<file path="src/rtl/itd_pkg.sv">
// Constants and types shared by the instruction timing decoder
package itd_pkg;
	// ==========================================================
	// Instruction word layout
	localparam int INSTR_W = 13;
	localparam int REG_LSB = 0;
	localparam int REG_W = 6;
	localparam int BIT_LSB = 6;
	localparam int BIT_W = 3;
	localparam int LIT_W = 10;
	localparam int LIT_SHORT_W = 8;
	localparam logic [5:0] PC_REG_ADDR = 6'h02;

	// ==========================================================
	// Fixed encodings
	localparam logic [12:0] OP_NOP = 13'h0000;
	localparam logic [12:0] OP_SLEEP = 13'h0002;
	localparam logic [12:0] OP_WDT_CLEAR = 13'h0004;
	localparam logic [12:0] OP_IRQ_ON = 13'h0010;
	localparam logic [12:0] OP_IRQ_OFF = 13'h0011;
	localparam logic [12:0] OP_RETURN = 13'h0012;
	localparam logic [12:0] OP_RETURN_IRQ = 13'h0013;
	localparam logic [5:0] GRP_MOV_R_A = 6'h01;
	localparam logic [5:0] GRP_CLR_R = 6'h03;
	localparam logic [2:0] GRP_BIT_CLEAR = 3'h4;
	localparam logic [2:0] GRP_BIT_SET = 3'h5;
	localparam logic [2:0] GRP_SKIP_CLEAR = 3'h6;
	localparam logic [2:0] GRP_SKIP_SET = 3'h7;
	localparam logic [3:0] GRP_DECR_SKIP = 4'h5;
	localparam logic [3:0] GRP_INCR_SKIP = 4'h7;
	localparam logic [1:0] GRP_CALL = 2'h0;
	localparam logic [1:0] GRP_JUMP = 2'h1;
	localparam logic [3:0] GRP_RETURN_LIT = 4'hC;

	// ==========================================================
	// Configuration word and cycle timing
	localparam int CFG_PERIOD_BIT = 8;
	localparam int CFG_JUMP_BIT = 6;
	localparam logic [2:0] PERIOD_SHORT = 3'h2;
	localparam logic [2:0] PERIOD_LONG = 3'h4;
	localparam logic [1:0] PHASE_LAST_SHORT = 2'(PERIOD_SHORT - 3'h1);
	localparam logic [1:0] PHASE_LAST_LONG = 2'(PERIOD_LONG - 3'h1);

	typedef enum logic [2:0] {ST_NOP, ST_EXEC, ST_SECOND, ST_SLEEP} itd_state_e;
endpackage

</file>
<file path="src/rtl/itd_cycle_timer.sv">
// Oscillator phase counter giving instruction cycle ends and timer ticks
`timescale 1ns/100ps
module itd_cycle_timer
	import itd_pkg::*;
(
	input wire logic clock,
	input wire logic rst_n,
	input wire logic run,
	input wire logic fourPeriod,
	output logic cycleLast,
	output logic timerTick
);
	logic [1:0] phase;
	logic [1:0] lastPhase;

	assign lastPhase = fourPeriod ? PHASE_LAST_LONG : PHASE_LAST_SHORT;
	assign cycleLast = run && (phase == lastPhase);

	// ==========================================================
	// Phase counter, frozen while the oscillator is stopped
	always_ff @(posedge clock) begin
		if (!rst_n) begin
			phase <= 2'h0;
		end else if (cycleLast) begin
			phase <= 2'h0;
		end else if (run) begin
			phase <= phase + 2'h1;
		end
	end

	// Timer clock runs at the instruction cycle rate
	always_ff @(posedge clock) begin
		if (!rst_n) begin
			timerTick <= 1'b0;
		end else begin
			timerTick <= cycleLast;
		end
	end
endmodule

</file>
<file path="src/rtl/itd_core.sv">
// Instruction fetch, decode and cycle sequencing for the 8-bit core
`timescale 1ns/100ps
module itd_core
	import itd_pkg::*;
#(
	parameter int INSTR_WIDTH = 13
) (
	input wire logic clock,
	input wire logic rst_n,
	input wire logic [12:0] configWord,
	input wire logic [12:0] instrWord,
	input wire logic bitValue,
	input wire logic resultZero,
	input wire logic wakeUp,
	output logic fetchStrobe,
	output logic commitStrobe,
	output logic secondCycle,
	output logic [5:0] regAddr,
	output logic [2:0] bitSel,
	output logic [9:0] literal,
	output logic [6:0] opField,
	output logic regWrite,
	output logic bitSetOp,
	output logic bitClearOp,
	output logic bitTestOp,
	output logic pcRegWrite,
	output logic jumpOp,
	output logic callOp,
	output logic returnOp,
	output logic returnLitOp,
	output logic setGie,
	output logic clearGie,
	output logic wdtClear,
	output logic sleepFlagUpdate,
	output logic oscStop,
	output logic timerTick
);
	if (INSTR_WIDTH != INSTR_W) begin : g_bad_width
		$error("itd_core serves only 13-bit instruction words");
	end

	itd_state_e state;
	logic cfgLoaded;
	logic periodOpt;
	logic jumpOpt;
	logic cycleLast;
	logic run;
	logic fetch;
	logic loadReal;
	logic twoCyc;
	logic skipOp;
	logic skipOnSet;
	logic skipOnClear;
	logic sleepOp;
	logic wdtOp;
	logic skipHit;
	logic dMovRA, dClr, dAlu, dBitClr, dBitSet, dSkipClr, dSkipSet, dSkipZero;
	logic dRegWrite, dPcTarget, dCall, dJump, dRet, dReti, dRetl, dSkip, dTwo;

	// ==========================================================
	// Option capture after reset release
	always_ff @(posedge clock) begin
		if (!rst_n) begin
			cfgLoaded <= 1'b0;
			periodOpt <= 1'b0;
			jumpOpt <= 1'b0;
		end else if (!cfgLoaded) begin
			cfgLoaded <= 1'b1;
			periodOpt <= configWord[CFG_PERIOD_BIT];
			jumpOpt <= configWord[CFG_JUMP_BIT];
		end
	end

	assign run = cfgLoaded && (state != ST_SLEEP);

	itd_cycle_timer u_timer (
		.clock(clock),
		.rst_n(rst_n),
		.run(run),
		.fourPeriod(periodOpt),
		.cycleLast(cycleLast),
		.timerTick(timerTick)
	);

	// ==========================================================
	// Decode of the word on the program memory bus
	always_comb begin
		dMovRA = !instrWord[12] && (instrWord[11:6] == GRP_MOV_R_A);
		dClr = !instrWord[12] && (instrWord[11:6] == GRP_CLR_R);
		dAlu = !instrWord[12] && !instrWord[11] && (instrWord[11:8] != 4'h0);
		dBitClr = !instrWord[12] && (instrWord[11:9] == GRP_BIT_CLEAR);
		dBitSet = !instrWord[12] && (instrWord[11:9] == GRP_BIT_SET);
		dSkipClr = !instrWord[12] && (instrWord[11:9] == GRP_SKIP_CLEAR);
		dSkipSet = !instrWord[12] && (instrWord[11:9] == GRP_SKIP_SET);
		dSkipZero = !instrWord[12] && instrWord[7]
			&& ((instrWord[11:8] == GRP_DECR_SKIP) || (instrWord[11:8] == GRP_INCR_SKIP));
		// Port registers share the plain register address space
		dRegWrite = dMovRA || dClr || (dAlu && instrWord[6]) || dBitClr || dBitSet;
		dPcTarget = dRegWrite && (instrWord[5:0] == PC_REG_ADDR);
		dCall = instrWord[12] && (instrWord[11:10] == GRP_CALL);
		dJump = instrWord[12] && (instrWord[11:10] == GRP_JUMP);
		dRet = instrWord == OP_RETURN;
		dReti = instrWord == OP_RETURN_IRQ;
		dRetl = instrWord[12] && (instrWord[11:8] == GRP_RETURN_LIT);
		dSkip = dSkipClr || dSkipSet || dSkipZero;
		dTwo = dPcTarget || dRet || dReti || dRetl || dSkip
			|| ((dCall || dJump) && jumpOpt);
	end

	// ==========================================================
	// Fetch points: end of a one-cycle instruction other than sleep, a second cycle or a no-op
	always_comb begin
		fetch = cycleLast && ((state == ST_NOP) || (state == ST_SECOND)
			|| ((state == ST_EXEC) && !twoCyc && !sleepOp));
		loadReal = fetch && !((state == ST_SECOND) && skipOp && skipHit);
	end

	// Instruction register fields, cleared to a no-op on discard
	always_ff @(posedge clock) begin
		if (!rst_n) begin
			regAddr <= 6'h00;
			bitSel <= 3'h0;
			literal <= 10'h000;
			opField <= 7'h00;
		end else if (loadReal) begin
			regAddr <= instrWord[REG_LSB +: REG_W];
			bitSel <= instrWord[BIT_LSB +: BIT_W];
			literal <= (dCall || dJump) ? instrWord[LIT_W-1:0]
				: {2'h0, instrWord[LIT_SHORT_W-1:0]};
			opField <= instrWord[12:6];
		end else if (fetch) begin
			regAddr <= 6'h00;
			bitSel <= 3'h0;
			literal <= 10'h000;
			opField <= OP_NOP[12:6];
		end
	end

	// Decoded operation class
	always_ff @(posedge clock) begin
		if (!rst_n) begin
			{regWrite, bitSetOp, bitClearOp, bitTestOp, pcRegWrite} <= 5'h00;
			{jumpOp, callOp, returnOp, returnLitOp, setGie, clearGie} <= 6'h00;
			{twoCyc, skipOp, skipOnSet, skipOnClear, sleepOp, wdtOp} <= 6'h00;
		end else if (fetch) begin
			regWrite <= loadReal && dRegWrite;
			bitSetOp <= loadReal && dBitSet;
			bitClearOp <= loadReal && dBitClr;
			bitTestOp <= loadReal && (dSkipClr || dSkipSet);
			pcRegWrite <= loadReal && dPcTarget;
			jumpOp <= loadReal && dJump;
			callOp <= loadReal && dCall;
			returnOp <= loadReal && (dRet || dReti || dRetl);
			returnLitOp <= loadReal && dRetl;
			setGie <= loadReal && (dReti || (instrWord == OP_IRQ_ON));
			clearGie <= loadReal && (instrWord == OP_IRQ_OFF);
			twoCyc <= loadReal && dTwo;
			skipOp <= loadReal && dSkip;
			skipOnSet <= dSkipSet;
			skipOnClear <= dSkipClr;
			sleepOp <= loadReal && (instrWord == OP_SLEEP);
			wdtOp <= loadReal && (instrWord == OP_WDT_CLEAR);
		end
	end

	// ==========================================================
	// Skip condition, judged at the end of the first cycle
	always_ff @(posedge clock) begin
		if (!rst_n) begin
			skipHit <= 1'b0;
		end else if (cycleLast && (state == ST_EXEC)) begin
			skipHit <= skipOnSet ? bitValue : (skipOnClear ? !bitValue : resultZero);
		end
	end

	// Cycle sequencer
	always_ff @(posedge clock) begin
		if (!rst_n) begin
			state <= ST_NOP;
		end else begin
			case (state)
				ST_NOP: begin
					if (cycleLast) begin
						state <= ST_EXEC;
					end
				end
				ST_EXEC: begin
					if (cycleLast) begin
						if (twoCyc) begin
							state <= ST_SECOND;
						end else if (sleepOp) begin
							state <= ST_SLEEP;
						end
					end
				end
				ST_SECOND: begin
					if (cycleLast) begin
						state <= (skipOp && skipHit) ? ST_NOP : ST_EXEC;
					end
				end
				ST_SLEEP: begin
					if (wakeUp) begin
						state <= ST_NOP;
					end
				end
				default: state <= ST_NOP;
			endcase
		end
	end

	// ==========================================================
	// Strobes and sleep control
	always_ff @(posedge clock) begin
		if (!rst_n) begin
			fetchStrobe <= 1'b0;
			commitStrobe <= 1'b0;
			secondCycle <= 1'b0;
			wdtClear <= 1'b0;
			sleepFlagUpdate <= 1'b0;
			oscStop <= 1'b0;
		end else begin
			fetchStrobe <= fetch;
			commitStrobe <= cycleLast && (((state == ST_EXEC) && !twoCyc)
				|| (state == ST_SECOND));
			secondCycle <= (state == ST_EXEC) && cycleLast && twoCyc;
			wdtClear <= cycleLast && (state == ST_EXEC) && (sleepOp || wdtOp);
			sleepFlagUpdate <= cycleLast && (state == ST_EXEC) && (sleepOp || wdtOp);
			if (cycleLast && (state == ST_EXEC) && sleepOp) begin
				oscStop <= 1'b1;
			end else if (wakeUp) begin
				oscStop <= 1'b0;
			end
		end
	end
endmodule

</file>
<file path="config.mk">
export PLATFORM = sky130hd
export DESIGN_NAME = itd_core
export DESIGN_NICKNAME = d
export VERILOG_FILES = /design/src/rtl/itd_pkg.sv /design/src/rtl/itd_cycle_timer.sv /design/src/rtl/itd_core.sv
export SDC_FILE = /design/constraint.sdc
export NUM_CORES = 1
export LEC_CHECK = 0
export BUFFER_PORTS_ARGS = -buffer_cell sky130_fd_sc_hd__buf_2
export CAP_MARGIN = 25
export CORE_ASPECT_RATIO = 1.5
export CORE_MARGIN = 1
export CORE_UTILIZATION = 33
export CTS_CLUSTER_SIZE = 8
export DETAILED_ROUTE_END_ITERATION = 7
export HOLD_SLACK_MARGIN = 0.03
export PLACE_DENSITY_LB_ADDON = 0.05
export SETUP_SLACK_MARGIN = 0.2
export SLEW_MARGIN = 10
export SYNTH_ARGS = -nofsm -noshare
export SYNTH_HDL_FRONTEND = slang
export SYNTH_HIERARCHICAL = 1
export SYNTH_SLANG_ARGS = --single-unit
</file>
<file path="constraint.sdc">
create_clock -name clock -period 5.1 [get_ports clock]
set_input_delay 1.02 -clock clock [delete_from_list [all_inputs] [get_ports clock]]
set_output_delay 1.02 -clock clock [all_outputs]
set_load 0.005 [all_outputs]
</file>
Yosys cells after proc, flatten, opt, wreduce, memory -nomap -nowiden
Index checks and enable logic that the tools add are counted.

Logic and storage cells: 163. Flip-flop bits (word level): 58. Bits of input ports: 31.

$add $sub $neg: 1. Eq/ne operators: 27. Reduce and logical (&&, ||, !) cells: 78. Mux-type cells: 23. Bitwise operators: 1.

Operators by type and width (number): $eq 13x5->1 const B (4); $logic_and 1x1->1 (45); $mux 10 (3); $mux 3 (8); $logic_or 1x1->1 (20); $mux 7 (2); $eq 13x2->1 const B (1); $eq 13x3->1 const B (1); $eq 3x3->1 const B (4); $eq 6x2->1 const B (2); $mux 6 (2); $pmux 3 s4 (1); $eq 4x3->1 const B (2); $ne 2x2->1 const B (4); $eq 3x2->1 const B (2); $eq 6x1->1 const B (1); $logic_not 1->1 (6); $mux 1 (6); $reduce_and 5->1 (1); $eq 4x4->1 const B (1); $reduce_bool 2->1 (2); $reduce_bool 4->1 (1); $eq 3x1->1 const B (1); $logic_not 3->1 (1); other kinds (9) (9).

Logic depth before layout (Yosys ltp)
Gate-level depths: netlist of run 1.

Word-level depth: 14. Gate-level depth with buffers: 10.

Hierarchy
Netlist of run 1, hierarchy kept.

By module, submodules not included: itd_core (area each 1921.8 µm², sequential area each 860.8 µm², instances 1, cells each 231); itd_cycle_timer (area each 123.9 µm², sequential area each 60.1 µm², instances 1, cells each 12).

Least setup slack after synthesis of run 1
No wires, ideal clock.

Path type: input-to-reg. Start: input port instrWord[3]. End: register twoCyc. Cell stages on the path: 4. Arrival time: 2.064 ns. Slack: 2.957 ns. Required time: 5.021 ns. Cell sequence: or4_4 a2111oi_4 o2111ai_1 o211ai_1.

Longest elaborated chain between the ends: 8. Elaborated cells on any way between the ends: 10. Classes of those cells: eq/ne (3); reduce/logical (7).

Ends and longest elaborated chain: start, declared (line itd_core.sv:11) `input wire logic [12:0] instrWord,`; $eq 6x2->1 (line itd_core.sv:99) `dPcTarget = dRegWrite && (instrWord[5:0] == PC_REG_ADDR);`; $logic_and 1x1->1 (line itd_core.sv:99); $logic_or 1x1->1 (line itd_core.sv:106) `dTwo = dPcTarget || dRet || dReti || dRetl || dSkip`; $logic_or 1x1->1 (*) (3 in a row) (line itd_core.sv:106); $logic_or 1x1->1 (*) (line itd_core.sv:107) `|| ((dCall || dJump) && jumpOpt);`; $logic_and 1x1->1 (*) (line itd_core.sv:157) `twoCyc <= loadReal && dTwo;`; end signal, assigned (line itd_core.sv:157); end, declared (line itd_core.sv:50) `logic twoCyc;`.

Mark *: on every way between the ends. The rest lies on a longest branch, timed or not. A chain may end at the register's enable or synchronous reset.

Worst setup path after layout of run 1
Start: register state[0]. End: register pcRegWrite.

Elaborated cells on any way between the ends: 16. Classes of those cells: eq/ne (3); reduce/logical (13).

RTL lines: start, declared (line itd_core.sv:42) `itd_state_e state;`; start signal, assigned (line itd_core.sv:198) `state <= (skipOp && skipHit) ? ST_NOP : ST_EXEC;`; $ne 3x2->1 (*) (line itd_core.sv:74) `assign run = cfgLoaded && (state != ST_SLEEP);`; $logic_and 1x1->1 (*) (line itd_core.sv:74); net run (line itd_core.sv:47) `logic run;`; $logic_and 1x1->1 (*) (line itd_cycle_timer.sv:17) `assign cycleLast = run && (phase == lastPhase);`; net cycleLast (line itd_core.sv:46) `logic cycleLast;`; $logic_and 1x1->1 (*) (line itd_core.sv:113) `fetch = cycleLast && ((state == ST_NOP) || (state == ST_SECOND)`; $logic_and 1x1->1 (line itd_core.sv:115) `loadReal = fetch && !((state == ST_SECOND) && skipOp && skipHit);`; $logic_and 1x1->1 (line itd_core.sv:150) `pcRegWrite <= loadReal && dPcTarget;`; end signal, assigned (line itd_core.sv:150); end, declared (line itd_core.sv:26) `output logic pcRegWrite,`.

Mark *: on every way through the listed nets, which the timed path passes. The rest lies on a longest branch.

==> results of run 1 <==
[synthesized netlist by cell type, types with 2 or more instances]
cell,number,area share
nor2_1,11,0.020
dfxtp_1,46,0.45
nand2_1,36,0.066
o21ai_0,2,0.0049
clkbuf_1,8,0.015
buf_4,14,0.051
nor4_1,2,0.0061
nor3b_1,2,0.0073
a32o_1,2,0.0098
nand3_1,19,0.046
or3_1,4,0.012
and3_1,3,0.0092
nand2b_1,7,0.021
a21oi_1,35,0.086
and2_1,3,0.0092
buf_2,3,0.0073
mux2i_1,5,0.024
o211ai_1,2,0.0073
nand4b_1,2,0.0086
and4b_1,2,0.0098
nor3_1,4,0.0098
nand4_1,7,0.021
xor2_1,2,0.0086
inv_1,3,0.0055
nor2b_1,5,0.015
[cells by family after synthesis]
family / Yosys count
AO/OA/AOI/OAI: 50
XOR/XNOR: 3
buffers and inverters: 29
flip-flops: 46
multiplexers: 5
AND/OR/NAND/NOR: 110
[final timing paths]
path | endpoint | slack (ps) | cells past startpoint
min | opField[3]$_SDFFE_PN0P_ | 450 | 2
max reg2reg | pcRegWrite$_SDFFE_PN0P_ | 2710 | 7
max | pcRegWrite$_SDFFE_PN0P_ | 2710 | 7
min reg2reg | opField[3]$_SDFFE_PN0P_ | 450 | 2
[cell usage in the layout, fill, tap and decap left out, types with 3 or more instances in the layout]
cell type  count
nor2_1        11
nor2b_1        5
inv_1          3
mux2i_1        5
nand4_1        7
and2_1         3
a21oi_1       35
nand3_1       19
or3_1          4
buf_2         63
dfxtp_1       46
nand2_1       36
nor3_1         4
and3_1         3
nand2b_1       7
clkbuf_8       6
[worst max-delay path: stages (launching register included)]
cell and delay (ps):
dfxtp_1 390, nand2_1 140, and2_1 200, nand2_1 90, nor2_1 330, and2_1 780
nand3_1 210, a21oi_1 190
[power breakdown]
group / internal, mW / total (mW) / leakage (nW) / switching [mW]
clock network: 0.110 / 0.235 / 0.0482 / 0.126
registers: 0.368 / 0.375 / 0.373 / 0.00684
logic: 0.0270 / 0.0700 / 0.565 / 0.0430
total: 0.505 / 0.680 / 0.986 / 0.176
[layer usage]
| metal | wire length (um) | share of wire | GRT usage | up-vias |
|---|---|---|---|---|
| li1 | - | - | - | 929 |
| met1 | 2214 | 0.43 | 0.2115 | 842 |
| met2 | 2647 | 0.52 | 0.2786 | 43 |
| met3 | 181 | 0.035 | 0.03472 | 6 |
| met4 | 82 | 0.016 | 0.06383 | 0 |
| met5 | 0 | 0 | 0 | - |
[state kept, by name, summed over array words and instances, names as in the netlist, 2 cells and up]
register and cells:
regAddr 5, bitSel 2, literal 3, u_timer/phase 2, opField 5, state 2
[final cells by class]
type | instances | area (um2) | area share
multi-input combinational | 168 | 958.4 | 0.3990
sequential | 46 | 920.9 | 0.3833
timing repair buffer | 65 | 330.3 | 0.1375
tap | 72 | 90.09 | 0.03750
clock buffer | 7 | 86.33 | 0.03594
inverter | 3 | 11.26 | 0.004688
clock inverter | 1 | 5.005 | 0.002083
[metrics by stage]
| stage | power [mW] | utilization | worst slack, ps |
|---|---|---|---|
| 2_1_floorplan | 0.4277 | - | 2957 |
| 3_3_place_gp | 0.4548 | 0.3936 | 2682 |
| 3_5_place_dp | 0.4550 | 0.3936 | 2674 |
| 4_1_cts | 0.6918 | 0.4092 | 2646 |
| 5_1_grt | 0.7198 | 0.4092 | 2430 |
| 6_report | 0.6804 | 0.4092 | 2713 |
==> flow_summary.toml, run 1 <==
[run_status]
outcome = "complete, no violations"

[worst_hold_path]
hold_class = "reg2reg"
min_from = "opField[3]$_SDFFE_PN0P_"

[cts]
cts.sinks = 46
postCtsSetupBuffers = 0
clkTransAtPathRegs_ps = 90
cts_tree = "done"
cts_hold_buffers = 0
htreeDepth = 2
root_buffer = "clkbuf_8"
post_cts_resized = 0
clock_tree.buffer_depth = 2
clk-insertion-delay-late_ps = 300
numCtsBuffers = 5

[grt]
grt_pass1_vias = 1664
grt_max_degree = 36
grt_pass1_wl_um = 8355
grt_antenna_before_repair = 0
overflow = 0
grt_use_total = 0.1686

[yosys]
synth_xor_area_frac = 0.01284
syn-instance-count = 243
synth_cell_type_count = 39
synthArstFlopShare = 0
yosys.area_share.simple = 0.2771
synthMuxAreaShare = 0.02446
syn_avg_cell_area_um2 = 8.419
synth_compound_area_frac = 0.1541
synth_flop_cell = "dfxtp_1"
syn_nets = 274
ys_warn_count = 6
ys_seq_area_frac = 0.4502
synth_top_family_by_area = "simple AND/OR/NAND/NOR gates"
syn_area_um2 = 2046
ys_ff_latch = 46
synth_edf_count = 0
synthAdderAreaFrac = 0

[setup_path]
timing.rr.start = "state[0]$_SDFFE_PN0P_"
cp-startpoint = "state[0]$_SDFFE_PN0P_"
cp.arrival_ps = 2630
critical_path_class = "reg2reg"
critPathRequiredTime_ps = 5340
path_max_fanout = 25
critPathLaunchType = "flip-flop"
cp-end-kind = "flip-flop"

[sta]
finClkSkew_ps = 7.813
maxSlewHeadroom = 0.4015
slew_violations = 0
setup-violations-final = 0
max_freq_ghz = 0.4189
fin_crit_ps = 2387
grt_setup_unrepaired = "false"
fin_setup_tns_ps = 0
final_hold_viol_count = 0
post-route-period-util = 0.4681
worst_pin_slew_ps = 893.1
hold_ws_ps = 450.4

[route]
vias = 1820
routed_wl_um = 5125
drt_pass1_iterations = 4
drt_iter0_drc = 101
ant_nets = 0
viasPerCell = 5.028
wl_per_cell_um = 14.16
drc = 0

[power_and_ir_drop]
power_density_nw_per_um2 = 283.2
irDropWorstVdd_mv = 0.1232
p_leak_nw = 0.9862

[placed_design]
place_congestion = 0.7322
place_area_um2 = 2311
dp_cells = 354
dp_hpwl_um = 3584
port_buffers = 63

[die]
core-area_um2 = 5871
die_x_um = 66.29
fp.dieH_um = 98.43
pin_count = 75
die-area_um2 = 6524
start_util = 0.3485
rows = 34

[finish]
drive_gt1_frac = 0.2621
post-route-cell-area_um2 = 2402
fin_nets = 320
n_fill_cell = 647
area_delta_synth_final_pct = 17.43
final_cells = 362
antennaDiodeCount = 0

[run]
maxCapViolCount = 0
Power figures use the tool's default switching activity.
==> inputs of run 2 (changes only) <==
- ABC_AREA: not set -> 1
- clock period: 5.1 -> 2 ns (I/O delays scaled with it)
==> flow_summary.toml, run 2 <==
[grt]
overflow = 0
grt_pass1_wl_um = 8073
grt_antenna_before_repair = 0
grt_use_total = 0.1616
grt_pass1_vias = 1803
grt_max_degree = 24

[sta]
maxSlewHeadroom = 0.6229
fin_crit_ps = 1657
fin_setup_tns_ps = 0
grt_setup_unrepaired = "false"
setup_slack_ps = 342.8
worst_pin_slew_ps = 565.0
finClkSkew_ps = 6.223
setup-violations-final = 0
post-route-period-util = 0.8286
max_freq_ghz = 0.6034
final_hold_viol_count = 0
slew_violations = 0

[placed_design]
dp_hpwl_um = 3585
port_buffers = 63
dp_slack_ps = 121.7
dp_cells = 411
place_area_um2 = 2386
place_congestion = 0.8294

[yosys]
synth_flop_cell = "dfxtp_1"
synthArstFlopShare = 0
synth_top_area_share = 0.4477
synth_edf_count = 0
synth_area_leaders = "dfxtp_1, nand2_1, a21oi_1"
synth_area_leader_cell = "dfxtp_1"
post-synth-top-count-cell = "nand2_1"
synth_cell_type_count = 24
ys_ff_latch = 46
syn_avg_cell_area_um2 = 7.044
syn_nets = 323
ys_seq_area_frac = 0.4477
syn_area_um2 = 2057
ys_warn_count = 6
synth_commonest_cells = "nand2_1, dfxtp_1, nor2_1"
syn-instance-count = 292

[setup_path]
worstReg2RegEnd = "skipOnClear$_SDFFE_PN0P_"
cp.arrival_ps = 1870
crit_family = "buffers and inverters"
cp_num_buf_inv = 5
cpPeakStageDelay_ps = 350
crit_path_end = "skipOnClear$_SDFFE_PN0P_"
crit_path_top_delay_cell = "dfxtp_1"
critical_path_class = "reg2reg"
cp-startpoint = "cfgLoaded$_DFF_P_"
critPathRequiredTime_ps = 2220
cp-end-kind = "flip-flop"
path_max_fanout = 23
critPathLaunchType = "flip-flop"
cp.depth = 11
ff2ff_setup_slack_ps = 340
timing.rr.start = "cfgLoaded$_DFF_P_"
reg2regPathDepth = 11
crit_chain = "inv_1, a21oi_2, nand2_1, inv_2, nand3_2, inv_2, nand2_2, buf_6, inv_1, o21ai_0, a21oi_1"

[die]
pin_count = 75
fp.dieH_um = 98.70
rows = 34
core-area_um2 = 5913
die-area_um2 = 6560
die_x_um = 66.47
start_util = 0.3479

[worst_hold_path]
hold_class = "in2reg"

[route]
wl_per_cell_um = 11.65
viasPerCell = 4.582
routed_wl_um = 4880
vias = 1920
drt_pass1_iterations = 4
ant_nets = 0
drt_iter0_drc = 82
drc = 0

[cts]
clkTransAtPathRegs_ps = 80
clock_tree.buffer_depth = 2
clk-insertion-delay-late_ps = 290
numCtsBuffers = 5
cts.sinks = 46
root_buffer = "clkbuf_8"
htreeDepth = 2
cts_tree = "done"

[power_and_ir_drop]
power_density_nw_per_um2 = 689.9
p_leak_nw = 1.181
clkPwrFrac = 0.327
switchingPower_mw = 0.4350
combPwrFrac = 0.117
swShare = 0.2526
p_int_mw = 1.287
power_frac_seq = 0.556
irDropWorstVdd_mv = 0.2946

[finish]
antennaDiodeCount = 0
final_cells = 419
top_regs = "opField x5, regAddr x5, literal x3"
area_delta_synth_final_pct = 21.35
fin_util = 0.4221
post-route-cell-area_um2 = 2496
final_common_cell = "nand2_1"
most-common-layout-cells = "nand2_1, buf_2, dfxtp_1, nor2_1, a21oi_1"
fin_nets = 379
n_fill_cell = 669
drive_gt1_frac = 0.2565

[run]
maxCapViolCount = 0

[run_status]
outcome = "complete, no violations"
## run 2: changes by cell type after synthesis, moves of 4 or more
| cell | previous run | this run |
|---|---|---|
| nor2b_1 | 5 | 0 |
| inv_1 | 3 | 22 |
| a21oi_1 | 35 | 29 |
| mux2i_1 | 5 | 0 |
| or3_1 | 4 | 0 |
| nand2b_1 | 7 | 0 |
| nor2_1 | 11 | 38 |
| nand4_1 | 7 | 2 |
| nand2_1 | 36 | 82 |
| clkbuf_1 | 8 | 4 |
| inv_2 | 0 | 4 |
| o21ai_0 | 2 | 9 |
## run 2: worst min-delay path by stage
stage                       startpoint  cells past startpoint                 endpoint  slack, ps
2_1_floorplan                    rst_n                      0        cfgLoaded$_DFF_P_        430
3_3_place_gp   opField[5]$_SDFFE_PN0P_                      2  opField[5]$_SDFFE_PN0P_        450
3_5_place_dp   opField[6]$_SDFFE_PN0P_                      2  opField[6]$_SDFFE_PN0P_        460
4_1_cts                  configWord[8]                      3   periodOpt$_SDFFE_PN0N_        350
5_1_grt                   instrWord[5]                      3  literal[5]$_SDFFE_PN0P_        360
6_report                 configWord[8]                      3   periodOpt$_SDFFE_PN0N_        350
## run 2: cells by family after synthesis
logic type             count (synthesis)  share of synthesized area
buffers and inverters                 49                     0.1198
DFF                                   46                     0.4477
AOI/OAI and AO/OA                     48                     0.1296
and+or+nand+nor                      149                     0.3029
## run 2: repair_timing
action	4_1_cts	5_1_grt
endpoints found under the hold margin	0	0
gates cloned	0	0
hold buffers	0	0
resized for setup	2	2
pin swaps	0	1
setup buffers	0	2
setup endpoints to repair	6	33
## run 2: stage by stage
stage / hold slack (ps) / power [mW]
after floorplan: 427.7 / 1.102
after global placement: 451.7 / 1.175
after detailed placement: 456.2 / 1.179
after CTS: 346.0 / 1.743
after global routing: 357.4 / 1.822
final: 353.4 / 1.722
## run 2: cell type report
type                    count  area [um2]  share of cell area
repair buffers             72       406.6              0.1629
inverters                  26       97.59             0.03910
clock buffers               6       82.58             0.03308
well taps                  72       90.09             0.03609
flip-flops and latches     46       920.9              0.3689
multi-input cells         197       898.4              0.3599
## run 2: tightest hold or removal path: stages
cell	delay [ps]
buf_2	70
o21ai_0	60
nor2_1	80
## run 2: layer usage
| layer | GRT usage | share of wire | routed length, um | up-vias |
|---|---|---|---|---|
| li1 | - | - | - | 1025 |
| met1 | 0.1842 | 0.43 | 2107 | 848 |
| met2 | 0.2826 | 0.51 | 2498 | 42 |
| met3 | 0.03819 | 0.041 | 198 | 5 |
| met4 | 0.06383 | 0.016 | 76 | 0 |
| met5 | 0 | 0 | 0 | - |
## run 2: power by group through the flow
stage / registers (mW) / logic (mW) / clock network [mW]
final: 0.957 / 0.202 / 0.563
after floorplan: 0.978 / 0.124 / 0
after global routing: 0.961 / 0.232 / 0.629
after CTS: 0.957 / 0.202 / 0.584
after global placement: 0.978 / 0.196 / 0
after detailed placement: 0.979 / 0.200 / 0
